<file path="src/etrx_params.svh">
// Constants for the early send/receive and group hash filter block
`ifndef ETRX_PARAMS_SVH
`define ETRX_PARAMS_SVH

// Bus and datapath widths
`define ETRX_AW           8
`define ETRX_DW           16
`define ETRX_CW           11
`define ETRX_TH_W         5
`define ETRX_DA_W         48
`define ETRX_IDX_W        6
`define ETRX_HASH_N       4

// Register offsets
`define ETRX_A_HASH0      8'h00
`define ETRX_A_HASH1      8'h02
`define ETRX_A_HASH2      8'h04
`define ETRX_A_HASH3      8'h06
`define ETRX_A_ESEND      8'h08
`define ETRX_A_ERECV      8'h0a
`define ETRX_A_RXCTL      8'h0c
`define ETRX_A_ISTAT      8'h0e
`define ETRX_A_IMASK      8'h10

// Field positions
`define ETRX_EN_BIT       7
`define ETRX_UNIT_SHIFT   6
`define ETRX_RXC_ALL_BIT  0
`define ETRX_RXC_GRP_BIT  1
`define ETRX_IRQ_ERX_BIT  10
`define ETRX_IRQ_SEND_BIT 0
`define ETRX_ISTAT_IMPL   16'h0401

// Reset values
`define ETRX_SEND_TH_RST  5'h00
`define ETRX_RECV_TH_RST  5'h1f
`define ETRX_WORD_RST     16'h0000

// Hash CRC
`define ETRX_CRC_POLY     32'h04c11db7
`define ETRX_CRC_INIT     32'hffffffff

`endif

</file>
<file path="src/etrx_pkg.sv">
// Types shared by the early send/receive and group hash filter block
`default_nettype none
`include "etrx_params.svh"

package etrx_pkg;

   // Register port request
   typedef struct packed {
      logic [`ETRX_AW-1:0] addr;
      logic [`ETRX_DW-1:0] wdata;
      logic                wr;
      logic                rd;
   } etrx_bus_t;

   // Transmit side view of the current frame
   typedef struct packed {
      logic                pending;
      logic                stored;
      logic                done;
      logic [`ETRX_CW-1:0] bytes;
   } etrx_tx_t;

   // Receive side view of the current frame
   typedef struct packed {
      logic                active;
      logic [`ETRX_CW-1:0] bytes;
   } etrx_rx_t;

   // Destination address offered for filtering
   typedef struct packed {
      logic                  valid;
      logic                  group;
      logic [`ETRX_DA_W-1:0] addr;
   } etrx_da_t;

   typedef enum logic [1:0] {
      TX_IDLE = 2'b00,
      TX_WAIT = 2'b01,
      TX_SEND = 2'b10
   } etrx_tx_state_t;

   // Whole state of the top module
   typedef struct packed {
      logic [`ETRX_HASH_N-1:0][`ETRX_DW-1:0] hash_word;
      logic                                  send_en;
      logic [`ETRX_TH_W-1:0]                 send_th;
      logic                                  recv_en;
      logic [`ETRX_TH_W-1:0]                 recv_th;
      logic                                  rx_all;
      logic                                  rx_grp;
      logic [`ETRX_DW-1:0]                   istat;
      logic [`ETRX_DW-1:0]                   imask;
      etrx_tx_state_t                        tx_state;
      logic                                  rx_crossed;
      logic [`ETRX_DW-1:0]                   rdata;
      logic                                  send_start;
      logic                                  filt_valid;
      logic                                  filt_accept;
   } etrx_state_t;

endpackage : etrx_pkg

`default_nettype wire

</file>
<file path="src/etrx_hash_index.sv">
// Six-bit hash index from the CRC of a destination address
`default_nettype none
`include "etrx_params.svh"

module etrx_hash_index (
   // Address, first wire bit in bit 0
   input  wire logic [`ETRX_DA_W-1:0]  destination_address,
   // Index into the hash table
   output logic [`ETRX_IDX_W-1:0]      index
);

   logic [`ETRX_DA_W:0][31:0] chain;

   assign chain[0] = `ETRX_CRC_INIT;

   // One serial CRC step per address bit, unrolled so the index is ready in a cycle
   genvar i;
   generate
      for (i = 0; i < `ETRX_DA_W; i++) begin : g_step
         logic fb;
         assign fb = chain[i][31] ^ destination_address[i];
         assign chain[i+1] = {chain[i][30:0], 1'b0} ^ (fb ? `ETRX_CRC_POLY : 32'h00000000);
      end
   endgenerate

   // Top six result bits form the index
   assign index = chain[`ETRX_DA_W][31:32-`ETRX_IDX_W];

endmodule // etrx_hash_index

`default_nettype wire

</file>
<file path="src/etrx_thresh.sv">
// Byte count against a threshold given in 64-byte units
`default_nettype none
`include "etrx_params.svh"

module etrx_thresh (
   // Control
   input  wire logic                  enable,
   input  wire logic [`ETRX_TH_W-1:0] threshold,
   // Frame progress
   input  wire logic [`ETRX_CW-1:0]   bytes,
   // Result
   output logic                       over
);

   // Threshold shifted into bytes; 31 units still fit the count width
   assign over = enable && (bytes > {threshold, {`ETRX_UNIT_SHIFT{1'b0}}});

endmodule // etrx_thresh

`default_nettype wire

</file>
<file path="src/etrx_top.sv">
// Early send/receive thresholds and group hash filter with register port
//
// Functional notes
// Early send runs while its enable is one, else store-then-send; enable resets zero.
// With early send on, start once stored bytes exceed threshold times 64.
// Host must not leave send threshold zero with early send on; resets zero.
// Early receive runs while its enable is one; enable resets zero.
// Set early receive status once received bytes exceed threshold times 64; resets 0x1f.
// Crossing raises the interrupt only when that source is unmasked.
// Host must not program receive threshold zero with early receive on.
// Hash index is top six bits of CRC over 48-bit destination address.
// Top two index bits pick a hash word, low four pick the bit.
// Accept group frame if selected table bit is one, else drop; table resets zero.
// Accept-every or accept-every-group bit passes all group frames.
// Early receive event latched on its edge in status bit 10; write one clears.
// Word index is top two bits unsigned, bit index the low four directly.
`default_nettype none
`include "etrx_params.svh"

module etrx_top
   import etrx_pkg::*;
(
   // Clock, reset, enable
   input  wire logic                clk,
   input  wire logic                sys_rst,
   input  wire logic                ce,
   // Register port
   input  wire etrx_bus_t           bus,
   output logic [`ETRX_DW-1:0]      rdata,
   // Transmit frame progress
   input  wire etrx_tx_t            tx,
   output logic                     send_start,
   // Receive frame progress
   input  wire etrx_rx_t            rx,
   output logic                     early_receive_status,
   // Group address filter
   input  wire etrx_da_t            da,
   output logic                     filt_valid,
   output logic                     filt_accept,
   // Interrupt
   output logic                     irq
);

   etrx_state_t               st;
   etrx_state_t               next_st;
   logic                      tx_over;
   logic                      rx_over;
   logic                      rx_event;
   logic [`ETRX_IDX_W-1:0]    hash_idx;
   logic                      hash_bit;
   logic                      wr_hit_istat;

   // Threshold compare for the send side
   etrx_thresh u_send_th (
      .enable    (st.send_en),
      .threshold (st.send_th),
      .bytes     (tx.bytes),
      .over      (tx_over)
   );

   // Threshold compare for the receive side
   etrx_thresh u_recv_th (
      .enable    (st.recv_en),
      .threshold (st.recv_th),
      .bytes     (rx.bytes),
      .over      (rx_over)
   );

   // Hash index of the offered address
   etrx_hash_index u_hash (
      .destination_address (da.addr),
      .index               (hash_idx)
   );

   // Word from the top two bits, bit from the low four
   assign hash_bit = st.hash_word[hash_idx[5:4]][hash_idx[3:0]];

   // First crossing of the current frame only, so the flag sees one edge
   assign rx_event = rx.active && rx_over && !st.rx_crossed;

   assign wr_hit_istat = bus.wr && (bus.addr == `ETRX_A_ISTAT);

   // Next state
   always_comb begin
      next_st = st;
      next_st.send_start = 1'b0;
      next_st.filt_valid = 1'b0;
      next_st.rdata = `ETRX_WORD_RST;

      // Register writes
      if (bus.wr) begin
         unique case (bus.addr)
            `ETRX_A_HASH0: next_st.hash_word[0] = bus.wdata;
            `ETRX_A_HASH1: next_st.hash_word[1] = bus.wdata;
            `ETRX_A_HASH2: next_st.hash_word[2] = bus.wdata;
            `ETRX_A_HASH3: next_st.hash_word[3] = bus.wdata;
            `ETRX_A_ESEND: begin
               next_st.send_en = bus.wdata[`ETRX_EN_BIT];
               next_st.send_th = bus.wdata[`ETRX_TH_W-1:0];
            end
            `ETRX_A_ERECV: begin
               next_st.recv_en = bus.wdata[`ETRX_EN_BIT];
               next_st.recv_th = bus.wdata[`ETRX_TH_W-1:0];
            end
            `ETRX_A_RXCTL: begin
               next_st.rx_all = bus.wdata[`ETRX_RXC_ALL_BIT];
               next_st.rx_grp = bus.wdata[`ETRX_RXC_GRP_BIT];
            end
            `ETRX_A_IMASK: next_st.imask = bus.wdata & `ETRX_ISTAT_IMPL;
            default: ;
         endcase
      end

      // Register reads, data valid in the next cycle only
      if (bus.rd) begin
         unique case (bus.addr)
            `ETRX_A_HASH0: next_st.rdata = st.hash_word[0];
            `ETRX_A_HASH1: next_st.rdata = st.hash_word[1];
            `ETRX_A_HASH2: next_st.rdata = st.hash_word[2];
            `ETRX_A_HASH3: next_st.rdata = st.hash_word[3];
            `ETRX_A_ESEND: next_st.rdata = (16'(st.send_en) << `ETRX_EN_BIT) | 16'(st.send_th);
            `ETRX_A_ERECV: next_st.rdata = (16'(st.recv_en) << `ETRX_EN_BIT) | 16'(st.recv_th);
            `ETRX_A_RXCTL: next_st.rdata = (16'(st.rx_all) << `ETRX_RXC_ALL_BIT)
                                         | (16'(st.rx_grp) << `ETRX_RXC_GRP_BIT);
            `ETRX_A_ISTAT: next_st.rdata = st.istat;
            `ETRX_A_IMASK: next_st.rdata = st.imask;
            default:       next_st.rdata = `ETRX_WORD_RST;
         endcase
      end

      // Transmit sequencing
      unique case (st.tx_state)
         TX_IDLE: begin
            if (tx.pending) begin
               next_st.tx_state = TX_WAIT;
            end
         end
         TX_WAIT: begin
            // Early start needs the enable; otherwise wait for the whole frame
            if (tx_over || tx.stored) begin
               next_st.send_start = 1'b1;
               next_st.tx_state = TX_SEND;
            end
         end
         TX_SEND: begin
            if (tx.done) begin
               next_st.tx_state = TX_IDLE;
            end
         end
         default: next_st.tx_state = TX_IDLE;
      endcase

      // Per-frame crossing memory, dropped when the frame ends
      if (!rx.active) begin
         next_st.rx_crossed = 1'b0;
      end else if (rx_event) begin
         next_st.rx_crossed = 1'b1;
      end

      // Sticky status: write one clears, a new event in the same cycle wins
      if (wr_hit_istat) begin
         next_st.istat = st.istat & ~bus.wdata;
      end
      if (rx_event) begin
         next_st.istat[`ETRX_IRQ_ERX_BIT] = 1'b1;
      end
      if (next_st.send_start && st.send_en) begin
         next_st.istat[`ETRX_IRQ_SEND_BIT] = 1'b1;
      end

      // Group filter decision, one cycle after the address is offered
      if (da.valid) begin
         next_st.filt_valid = 1'b1;
         next_st.filt_accept = !da.group || st.rx_all || st.rx_grp || hash_bit;
      end
   end

   // State register
   always_ff @(posedge clk) begin
      if (sys_rst) begin
         st <= '0;
         st.send_th <= `ETRX_SEND_TH_RST;
         st.recv_th <= `ETRX_RECV_TH_RST;
         st.tx_state <= TX_IDLE;
      end else if (ce) begin
         st <= next_st;
      end
   end

   // Outputs
   assign rdata = st.rdata;
   assign send_start = st.send_start;
   assign early_receive_status = st.rx_crossed;
   assign filt_valid = st.filt_valid;
   assign filt_accept = st.filt_accept;
   // Only unmasked sources reach the line
   assign irq = |(st.istat & st.imask);
endmodule // etrx_top

`default_nettype wire

</file>
<file path="config.mk">
export PLATFORM = sky130hd
export DESIGN_NAME = etrx_top
export DESIGN_NICKNAME = d
export VERILOG_FILES = /design/src/etrx_pkg.sv /design/src/etrx_hash_index.sv /design/src/etrx_thresh.sv /design/src/etrx_top.sv
export VERILOG_INCLUDE_DIRS = /design/src
export SDC_FILE = /design/constraint.sdc
export NUM_CORES = 1
export LEC_CHECK = 0
export ABC_AREA = 1
export BUFFER_PORTS_ARGS = -buffer_cell sky130_fd_sc_hd__buf_2
export CAP_MARGIN = 20
export CORE_ASPECT_RATIO = 1.25
export CORE_MARGIN = 3
export CORE_UTILIZATION = 60
export DETAILED_ROUTE_END_ITERATION = 10
export HOLD_SLACK_MARGIN = 0.08
export PLACE_DENSITY_LB_ADDON = 0.3
export RECOVER_POWER = 25
export SLEW_MARGIN = 40
export SYNTH_ARGS = -nofsm -noshare
export SYNTH_HDL_FRONTEND = slang
export SYNTH_HIERARCHICAL = 1
export SYNTH_SLANG_ARGS = --single-unit
export TNS_END_PERCENT = 5
</file>
<file path="constraint.sdc">
create_clock -name clk -period 4.2 [get_ports clk]
set_clock_uncertainty 0.15 [all_clocks]
set_input_delay 0 -clock clk [delete_from_list [all_inputs] [get_ports clk]]
set_output_delay 0 -clock clk [all_outputs]
set_load 0.01 [all_outputs]
</file>
* Yosys cells after proc, flatten, opt, wreduce, memory -nomap -nowiden *
Cells that the tools add are included.

storage, ports and cells
  bits in writable memories = 0
  input bits = 105
  word-level logic and storage cells = 236
  output and inout port bits = 21
  bits in latches = 0
  memories kept = 0
  register bits after elaboration = 118
  bits in read-only memories = 0

cells by class
  div/mod/pow operators = 0
  bitwise gates (word level) = 101
  shift operators = 0
  eq/ne operators = 14
  muxes and demuxes = 66
  $lt $le $gt $ge = 4
  add/subtract/negate cells = 0
  multiply operators = 0
  reductions and logical operators = 31

operators with widths
  cell                                                             count
  32-bit bitwise XOR                                               47
  27-bit 2-to-1 mux                                                48
  16-bit case mux with 9 select lines                              1
  1-bit bitwise XOR                                                47
  16-bit binary-select mux with 2-bit select                       1
  8-bit by 4-bit == test with 1-bit output, second input constant  4
  16-bit 2-to-1 mux                                                2
  31-bit NOT                                                       1
  3-bit AND reduction                                              8
  11-bit > comparator                                              2
  16-bit by 11-bit AND with 16-bit output                          1
  16-bit AND                                                       1
  8-bit by 3-bit == test with 1-bit output, second input constant  2
  16-bit NOT                                                       1
  8-bit by 5-bit OR with 8-bit output                              2
  16-bit OR reduction                                              1
  11-bit 2-to-1 mux                                                1
  2-bit AND reduction                                              5
  8-bit by 2-bit == test with 1-bit output, second input constant  1
  8-bit by 5-bit == test with 1-bit output, second input constant  1
  8-bit logical NOT                                                1
  2-bit 2-to-1 mux                                                 4
  1-bit 2-to-1 mux                                                 7
  1-bit logical AND                                                6
  14 further kinds                                                 21

* Logic depth before layout (Yosys ltp) *
Gate-level depths: netlist of the first run.

  depth after elaboration = 149
  mapped depth = 46
  gate-level depth less buffers = 44

* By module *
Netlist of the first run, hierarchy kept.

by module, submodules not included
  module           area each (µm²)  times used  cells each
  etrx_hash_index  5758.0           1           1197
  etrx_top         5741.8           1           876
  etrx_thresh      197.7            2           38

* Worst setup path after synthesis of the first run *
Ideal clock, no wire load.

  path type = input-to-reg
  from = input da[3] (netlist name)
  to = register st, in the netlist filt_accept
  stages = 35
  arrival time = 3.612 ns
  path buffers = 3
  library setup time = 0.109 ns
  slack = 0.330 ns
  cell sequence = buf_4 > inv_4 > nand2_1 > nand2_1 > nand2_1 > nand2_2 > nand2_1 > nand2_1 > nand2_2 > nand2_2 > nand3_1 > nand2_4 > xor2_1 > xor2_1 > xor2_1 > xor2_1 > or2_2 > nand3_1 > nand2_1 > nand2_1 > nand2_1 > nand2_1 > nand2_1 > buf_2 > inv_1 > clkbuf_1 > nand3_1 > nand3_1 > nand3_1 > nand2_1 > nand2_1 > nand3_1 > nand3_1 > nand2_1 > inv_1

on the way
  cells in the longest elaborated chain, start to end = 64

ends and longest elaborated chain
  what                                                     RTL line                                      text
  start, declared                                          etrx_top.sv:37                                input wire etrx_da_t da,
  1-bit bitwise XOR (*)                                    etrx_hash_index.sv:21                         assign fb = chain[i][31] ^ destination_address[i];
  27-bit 2-to-1 mux (*)                                    etrx_hash_index.sv:22                         assign chain[i+1] = {chain[i][30:0], 1'b0} ^ (fb ? `ETRX_CRC_POLY : 32'h00000000);
  32-bit bitwise XOR (*) (6 in a row)                      etrx_hash_index.sv:22
  1-bit bitwise XOR or 32-bit bitwise XOR (tied branches)  etrx_hash_index.sv:21, etrx_hash_index.sv:22
  27-bit 2-to-1 mux or 32-bit bitwise XOR (tied branches)  etrx_hash_index.sv:22
  32-bit bitwise XOR (*) (6 in a row)                      etrx_hash_index.sv:22
  1-bit bitwise XOR or 32-bit bitwise XOR (tied branches)  etrx_hash_index.sv:21, etrx_hash_index.sv:22
  27-bit 2-to-1 mux or 32-bit bitwise XOR (tied branches)  etrx_hash_index.sv:22
  (+31 left out)                                           --
  27-bit 2-to-1 mux or 32-bit bitwise XOR (tied branches)  etrx_hash_index.sv:22
  32-bit bitwise XOR (*) (9 in a row)                      etrx_hash_index.sv:22
  named net hash_idx[5]                                    etrx_top.sv:49                                logic [`ETRX_IDX_W-1:0] hash_idx;
  16-bit binary-select mux with 2-bit select (*)           etrx_top.sv:76                                assign hash_bit = st.hash_word[hash_idx[5:4]][hash_idx[3:0]];
  16-bit 2-to-1 mux (not written as such) (*)              etrx_top.sv:76
  1-bit binary-select mux with 4-bit select (*)            etrx_top.sv:76
  1-bit 2-to-1 mux (not written as such) (*)               etrx_top.sv:76
  1-bit logical OR (*)                                     etrx_top.sv:174                               next_st.filt_accept = !da.group || st.rx_all || st.rx_grp || hash_bit;
  end signal, assigned                                     etrx_top.sv:186                               st <= next_st;
  end, declared                                            etrx_top.sv:44                                etrx_state_t st;

The timed path passes the listed nets; every way through them passes the cells marked *. The select of a mux whose other input is x is not followed.
A chain may end at the register's enable or synchronous reset.

* Worst setup path after layout of the first run *
  from = input da[1] (netlist name)
  to = register st, in the netlist filt_accept

RTL lines
  what                                                     RTL line
  1-bit bitwise XOR (*)                                    etrx_hash_index.sv:21
  27-bit 2-to-1 mux (*)                                    etrx_hash_index.sv:22
  32-bit bitwise XOR (*) (6 in a row)                      etrx_hash_index.sv:22
  1-bit bitwise XOR or 32-bit bitwise XOR (tied branches)  etrx_hash_index.sv:21, etrx_hash_index.sv:22
  27-bit 2-to-1 mux or 32-bit bitwise XOR (tied branches)  etrx_hash_index.sv:22
  32-bit bitwise XOR (*) (6 in a row)                      etrx_hash_index.sv:22
  1-bit bitwise XOR or 32-bit bitwise XOR (tied branches)  etrx_hash_index.sv:21, etrx_hash_index.sv:22
  27-bit 2-to-1 mux or 32-bit bitwise XOR (tied branches)  etrx_hash_index.sv:22
  (+32 left out)                                           --
  32-bit bitwise XOR (*) (6 in a row)                      etrx_hash_index.sv:22
  1-bit bitwise XOR or 32-bit bitwise XOR (tied branches)  etrx_hash_index.sv:21, etrx_hash_index.sv:22
  27-bit 2-to-1 mux or 32-bit bitwise XOR (tied branches)  etrx_hash_index.sv:22
  32-bit bitwise XOR (*) (5 in a row)                      etrx_hash_index.sv:22
  named net hash_idx[0]                                    etrx_top.sv:49
  1-bit binary-select mux with 4-bit select (*)            etrx_top.sv:76
  1-bit 2-to-1 mux (not written as such) (*)               etrx_top.sv:76
  1-bit logical OR (*)                                     etrx_top.sv:174

Marks and branches as above.

==> metrics, run 1 <==
largest family of logic cells by synthesized area simple AND/OR/NAND/NOR gates; die width 132 um; clock sinks 118; Power Density 989 mW/mm^2; Starting Density 62.2%; IO Port Bufs 125; Post-Synth Adder-Cell Area 1.05%; Yosys top cell by area nand2_1; Flop pwr share 8.0%; post-route ant nets 0; Syn Area/Cell 5.54 sq um; CTS tree built; Final Hold Viols 0; initial antenna violation count 0; busiest grt layer met2; worst-path fanout max 9; HP Class primary input to flop; worst vdd rail ir drop 1640 uV; startpoint types primary input; met1 usage 37.8%; largest net degree at the start of global routing 50; GRT overflow 0; CTS Buf Count 17; Post-Synth XOR/XNOR Area 6.44%; met2 usage 65.7%; Seq/Total Area, Yosys 19.9%; Clk pwr share 10.8%; Sw Ratio 54.8%; fmax 0.262 GHz; post-synthesis mux area share 0%; CTS clk-pin slew, worst paths 60 ps; via count 14,600; CTS H-tree lvls 4; switching power total 7.79 mW; Area contributors post-synth nand2_1 27%, dfxtp_1 20%, nand3_1 13%; gp weighted congestion 0.977; # rows 56; Die H 163 um; Seq cells post-synth 118; max incr delay on CP 210 ps; Tot GR Track Use 35.3%; DR pass1 iterations 8; YS warnings 6; WP data required 4370 ps; share of Yosys cell area claimed by the top area cell type 27.0%; nature of the critical path endpoint flop; WL final 39.7 mm; Via density 5.57; Root Buffer clkbuf_16; Remaining DRCs 0; Diodes inserted 0; Worst path most repeated cell nand2_1; Synth Area in Compound Gates 7.44%; Net Count, Synth 2,264; nets 2,470; routed wire length per instance 15.1 um; Leak 7.88 nW; M3 GR Usage 4.22%; FF+latch area 0.00236 sq mm; vias in the first global route 13,600; CP arrival 3990 ps; Worst Setup Path Type primary input to flop; Internal 6.42 mW; Rel. slew slack 41.2%; worst slew pin tran 882 ps; Max clock buf depth 2; status complete, no violations; Iteration-0 DRC Markers 1,319; Worst-Skew Late Latency 430 ps; Final min period 3820 ps; Layout fillers 1,628; Post-Synthesis Cells 2,149; Max Cap Viol 0; area of the multi-input gates 0.00839 sq mm; Distinct cells, synth 40; hpwl dp 30.0 mm; period utilization 91.0%; Setup Total Neg Slack 0 ps; share of cells above drive strength 1 18.2%; final core occ 75.0%; simple-gate share of the synthesized area 53.9%; Logic pwr share 81.2%; first-pass GRT wire length 63.1 mm; dpl cell area 0.0130 sq mm; highest-count cells in the layout ignoring fill and taps 839 x nand2_1, 304 x nand3_1, 219 x inv_1, 127 x nor2_1, 118 x dfxtp_1; Final setup viols 0; post-synth design cell area 0.0119 sq mm; Top Ports 126; die area 0.0216 sq mm; commonest non-fill, non-tap cell in the layout nand2_1; max-slew violations 0; post-route cell area 0.0144 sq mm; critical path's slowest cell xor2_1; Core Footprint 0.0191 sq mm; synth-to-layout area growth 20.7%
layer usage:
metal	vias to the layer above	part of all wire [%]
li1	7165	-
met1	6504	37
met3	205	7.0
met5	-	0
met4	0	6.5
met2	765	50
flip-flops by register name, summed over array words and instances, names as in the netlist:
signal / cells
early_receive_status: 1
filt_accept: 1
send_start: 1
rdata: 16
filt_valid: 1
st: 98
path summary, 6_finish.rpt:
| path | startpoint | end | slack (ps) | cells after the start |
|---|---|---|---|---|
| max | da[1] | filt_accept$_SDFFE_PP0P_ | 380 | 41 |
| min | bus[23] | st[55]$_SDFFE_PP0P_ | 100 | 7 |
| max reg2reg | st[60]$_SDFFE_PP1P_ | st[48]$_SDFFE_PP0P_ | 1330 | 10 |
| min reg2reg | st[45]$_SDFFE_PP0P_ | st[45]$_SDFFE_PP0P_ | 310 | 2 |
critical path, delay by kind of cell:
kind          cells  cell delay (ps)
buf+inv           7              880
xor+xnor          1              210
simple gates     33             2890
per-stage QoR:
step | power [mW] | hold slack, ps | std cells | worst slack [ps]
after floorplan | 8.98 | -23.7 | 2149 | 330
after global placement | 11.9 | 142 | 2542 | -8.34
after detailed placement | 12.2 | 147 | 2542 | -60.1
after CTS | 13.8 | 86.7 | 2608 | 343
after global routing | 15.6 | 150 | 2629 | -164
final | 14.2 | 95.9 | 2629 | 377
power by group through the flow:
stage          sequential [mW]  clock (mW)  combinational, mW
3_5_place_dp              1.16           0               11.0
5_1_grt                   1.14        1.58               12.9
3_3_place_gp              1.16           0               10.8
2_1_floorplan             1.16           0               7.82
6_report                  1.13        1.54               11.5
4_1_cts                   1.13        1.53               11.1
final cells by class:
cell class	count	area share, %
clock inverters	12	1.24
multi-input cells	1713	58.4
repair buffers	253	11.8
inverters	252	6.75
flip-flops and latches	118	16.5
clock buffers	20	3.11
well taps	261	2.27
synthesized netlist by cell type (all sizes together):
cell type,n
nand2,959
nor3,4
a21oi,73
o21ai,87
a22oi,2
dfxtp,118
clkinv,1
or2,5
ha,10
clkbuf,25
buf,41
nor2,137
o211ai,3
a211oi,1
nand4,10
xnor2,23
a22o,1
nand3b,6
inv,251
nand3,330
a21o,4
xor2,58
cells by family (layout without fill, tap and decap cells):
| logic type | count (synthesis) | count (layout) |
|---|---|---|
| flip-flops | 118 | 118 |
| adder cells (fa/ha/maj) | 10 | 10 |
| AND/OR/NAND/NOR | 1451 | 1451 |
| buffers and inverters | 318 | 537 |
| AO/OA/AOI/OAI | 171 | 171 |
| XOR/XNOR | 81 | 81 |
what timing repair did:
item,CTS,global route
setup buffers,0,21
hold buffers,34,0
endpoints found under the setup margin,0,1
hold endpoints to repair,118,0
gates resized for setup,0,57
(Power assumes the default switching activity.)
==> run 2, diff against run 1 <==
- CORE_UTILIZATION: 60 -> 61
==> run 2 against run 1 <==
Global-route usage increased by 1.1 points; die area shrank 1.6%; register-to-register slack better by 30 ps; non-clock buffer count grew 13; power hardly changed; design area is 0.16% higher; final cell count grew 0.49%; critical path depth fell by 31; the run now ends with capacitance limit, slew limit left; via count is 0.44% lower.
==> metrics, run 2 (synthesis gave the netlist of run 1 again) <==
Worst R2R End st[48]$_SDFFE_PP0P_; IO Port Bufs 125; Worst Setup Path Type primary input to flop; via count 14,600; highest-count cells in the layout ignoring fill and taps 837 x nand2_1, 311 x nand3_1, 220 x inv_1, 129 x nor2_1, 118 x dfxtp_1; CP bufs+invs 4; CTS clk-pin slew, worst paths 50 ps; Final Hold Viols 0; max incr delay on CP 1050 ps; max-slew violations 18; Root Buffer clkbuf_16; Via density 5.52; status finished, violations left; post-route ant nets 0; FF-to-FF path depth 10; failing checks capacitance limit, slew limit; GRT overflow 0; largest net degree at the start of global routing 57; Core Footprint 0.0190 sq mm; Die H 162 um; CTS Buf Count 17; Setup crit start bus[25]; CTS H-tree lvls 4; register name with the most flops st; r2r setup slk 1360 ps; CP Depth 10; Tot GR Track Use 36.4%; share of cells above drive strength 1 18.0%; WHS Path Cells 7; hpwl dp 29.6 mm; max reg flops 98; Final setup viols 0; CP Capture Point st[97]$_SDFFE_PP0P_; DR pass1 iterations 8; CP arrival 3990 ps; worst slew pin tran 1550 ps; Leak 7.92 nW; Diodes inserted 0; Place WS -75.0 ps; commonest non-fill, non-tap cell in the layout nand2_1; Remaining DRCs 0; Max Cap Viol 1; Crit path max-delay family buffers and inverters; CP Cell Sequence dlygate4sd3_1 > clkbuf_1 > nor2_1 > nand3_1 > inv_1 > nand2_2 > nor2_1 > inv_1 > o21ai_0 > a21oi_1; startpoint types primary input; Top Ports 126; Worst R2R Start st[60]$_SDFFE_PP1P_; worst-path fanout max 17; CTS tree built; synth-to-layout area growth 20.9%; initial antenna violation count 0; routed wire length per instance 14.8 um; period utilization 91.9%; critical path's slowest cell nor2_1; Power Density 989 mW/mm^2; clock sinks 118; worst vdd rail ir drop 1860 uV; gp weighted congestion 0.982; nets 2,483; die width 131 um; Final min period 3860 ps; die area 0.0212 sq mm; Worst-Skew Late Latency 410 ps; Starting Density 62.6%; total power 14.2 mW; first-pass GRT wire length 63.1 mm; WP data required 4330 ps; Worst Setup Slack, final 340 ps; Rel. slew slack -3.66%; Iteration-0 DRC Markers 1,270; # rows 56; HP Class primary input to flop; fmax 0.259 GHz; nature of the critical path endpoint flop; Max clock buf depth 2; WL final 39.1 mm; vias in the first global route 13,800
## run 2: changes by cell type in the layout (fill, tap and decap cells not counted), sizes merged
cell	previous run	this run
inv	251	250
buf	191	199
bufinv	4	3
clkbuf	48	51
clkinvlp	4	1
clkinv	5	8
dlygate4sd3	34	38
## run 2: metrics by stage
step | cells | util [%] | cell area [sq um] | TNS [ps] | hold WS (ps)
2_1_floorplan | 2149 | - | 11900 | 0 | -23.7
3_3_place_gp | 2567 | 69.8 | 13300 | 0 | 139
3_5_place_dp | 2567 | 69.8 | 13300 | -75.0 | 141
4_1_cts | 2637 | 74.9 | 14200 | 0 | 97.0
5_1_grt | 2642 | 75.7 | 14400 | -43.9 | 134
6_report | 2642 | 75.7 | 14400 | 0 | 85.8
## run 2: worst min-delay path, stage by stage
cell	delay [ps]
buf_2	120
nor2_4	50
nand3_2	60
nor2_1	90
nand2_1	70
inv_1	70
a21oi_1	130
## run 2: cell type report
cell class | count | area (sq um)
Clock inverter | 10 | 128
Multi-Input combinational cell | 1713 | 8330
Fill cell | 1607 | 4610
Clock buffer | 22 | 464
Timing Repair Buffer | 266 | 1810
Sequential cell | 118 | 2360
Inverter | 252 | 962
Tap cell | 261 | 327
## run 2: what timing repair did
| action | in CTS | in global routing |
|---|---|---|
| setup endpoints to repair | 0 | 1 |
| resized for setup | 0 | 47 |
| buffers inserted | 0 | 5 |
| hold endpoints to repair | 118 | 0 |
| hold buffers | 38 | 0 |
## run 2: power by group
group	leakage (nW)	total [mW]	switching, mW	internal (mW)
Combinational	6.67	11.6	7.28	4.34
Clock	0.293	1.46	0.502	0.956
Sequential	0.951	1.14	0.00711	1.13
## run 2: worst min path at each step
stage | startpoint | end | slack [ps]
2_1_floorplan | bus[4] | st[58]$_SDFFE_PP1P_ | -20
3_3_place_gp | bus[15] | st[81]$_SDFFE_PP0P_ | 140
3_5_place_dp | bus[17] | st[83]$_SDFFE_PP0P_ | 140
4_1_cts | bus[23] | st[54]$_SDFFE_PP0P_ | 100
5_1_grt | bus[18] | st[32]$_SDFFE_PP0P_ | 130
6_report | bus[18] | st[22]$_SDFFE_PP0P_ | 90
## run 2: metal layers
layer  wire (um)  part of all wire, %  vias up  track usage (%)
li1            -                    -     7170                -
met1       14700                   37     6540             39.8
met2       19700                   50      675             67.3
met3        2470                  6.3      190             4.38
met4        2300                  5.9        0             18.6
met5           0                    0        -                0
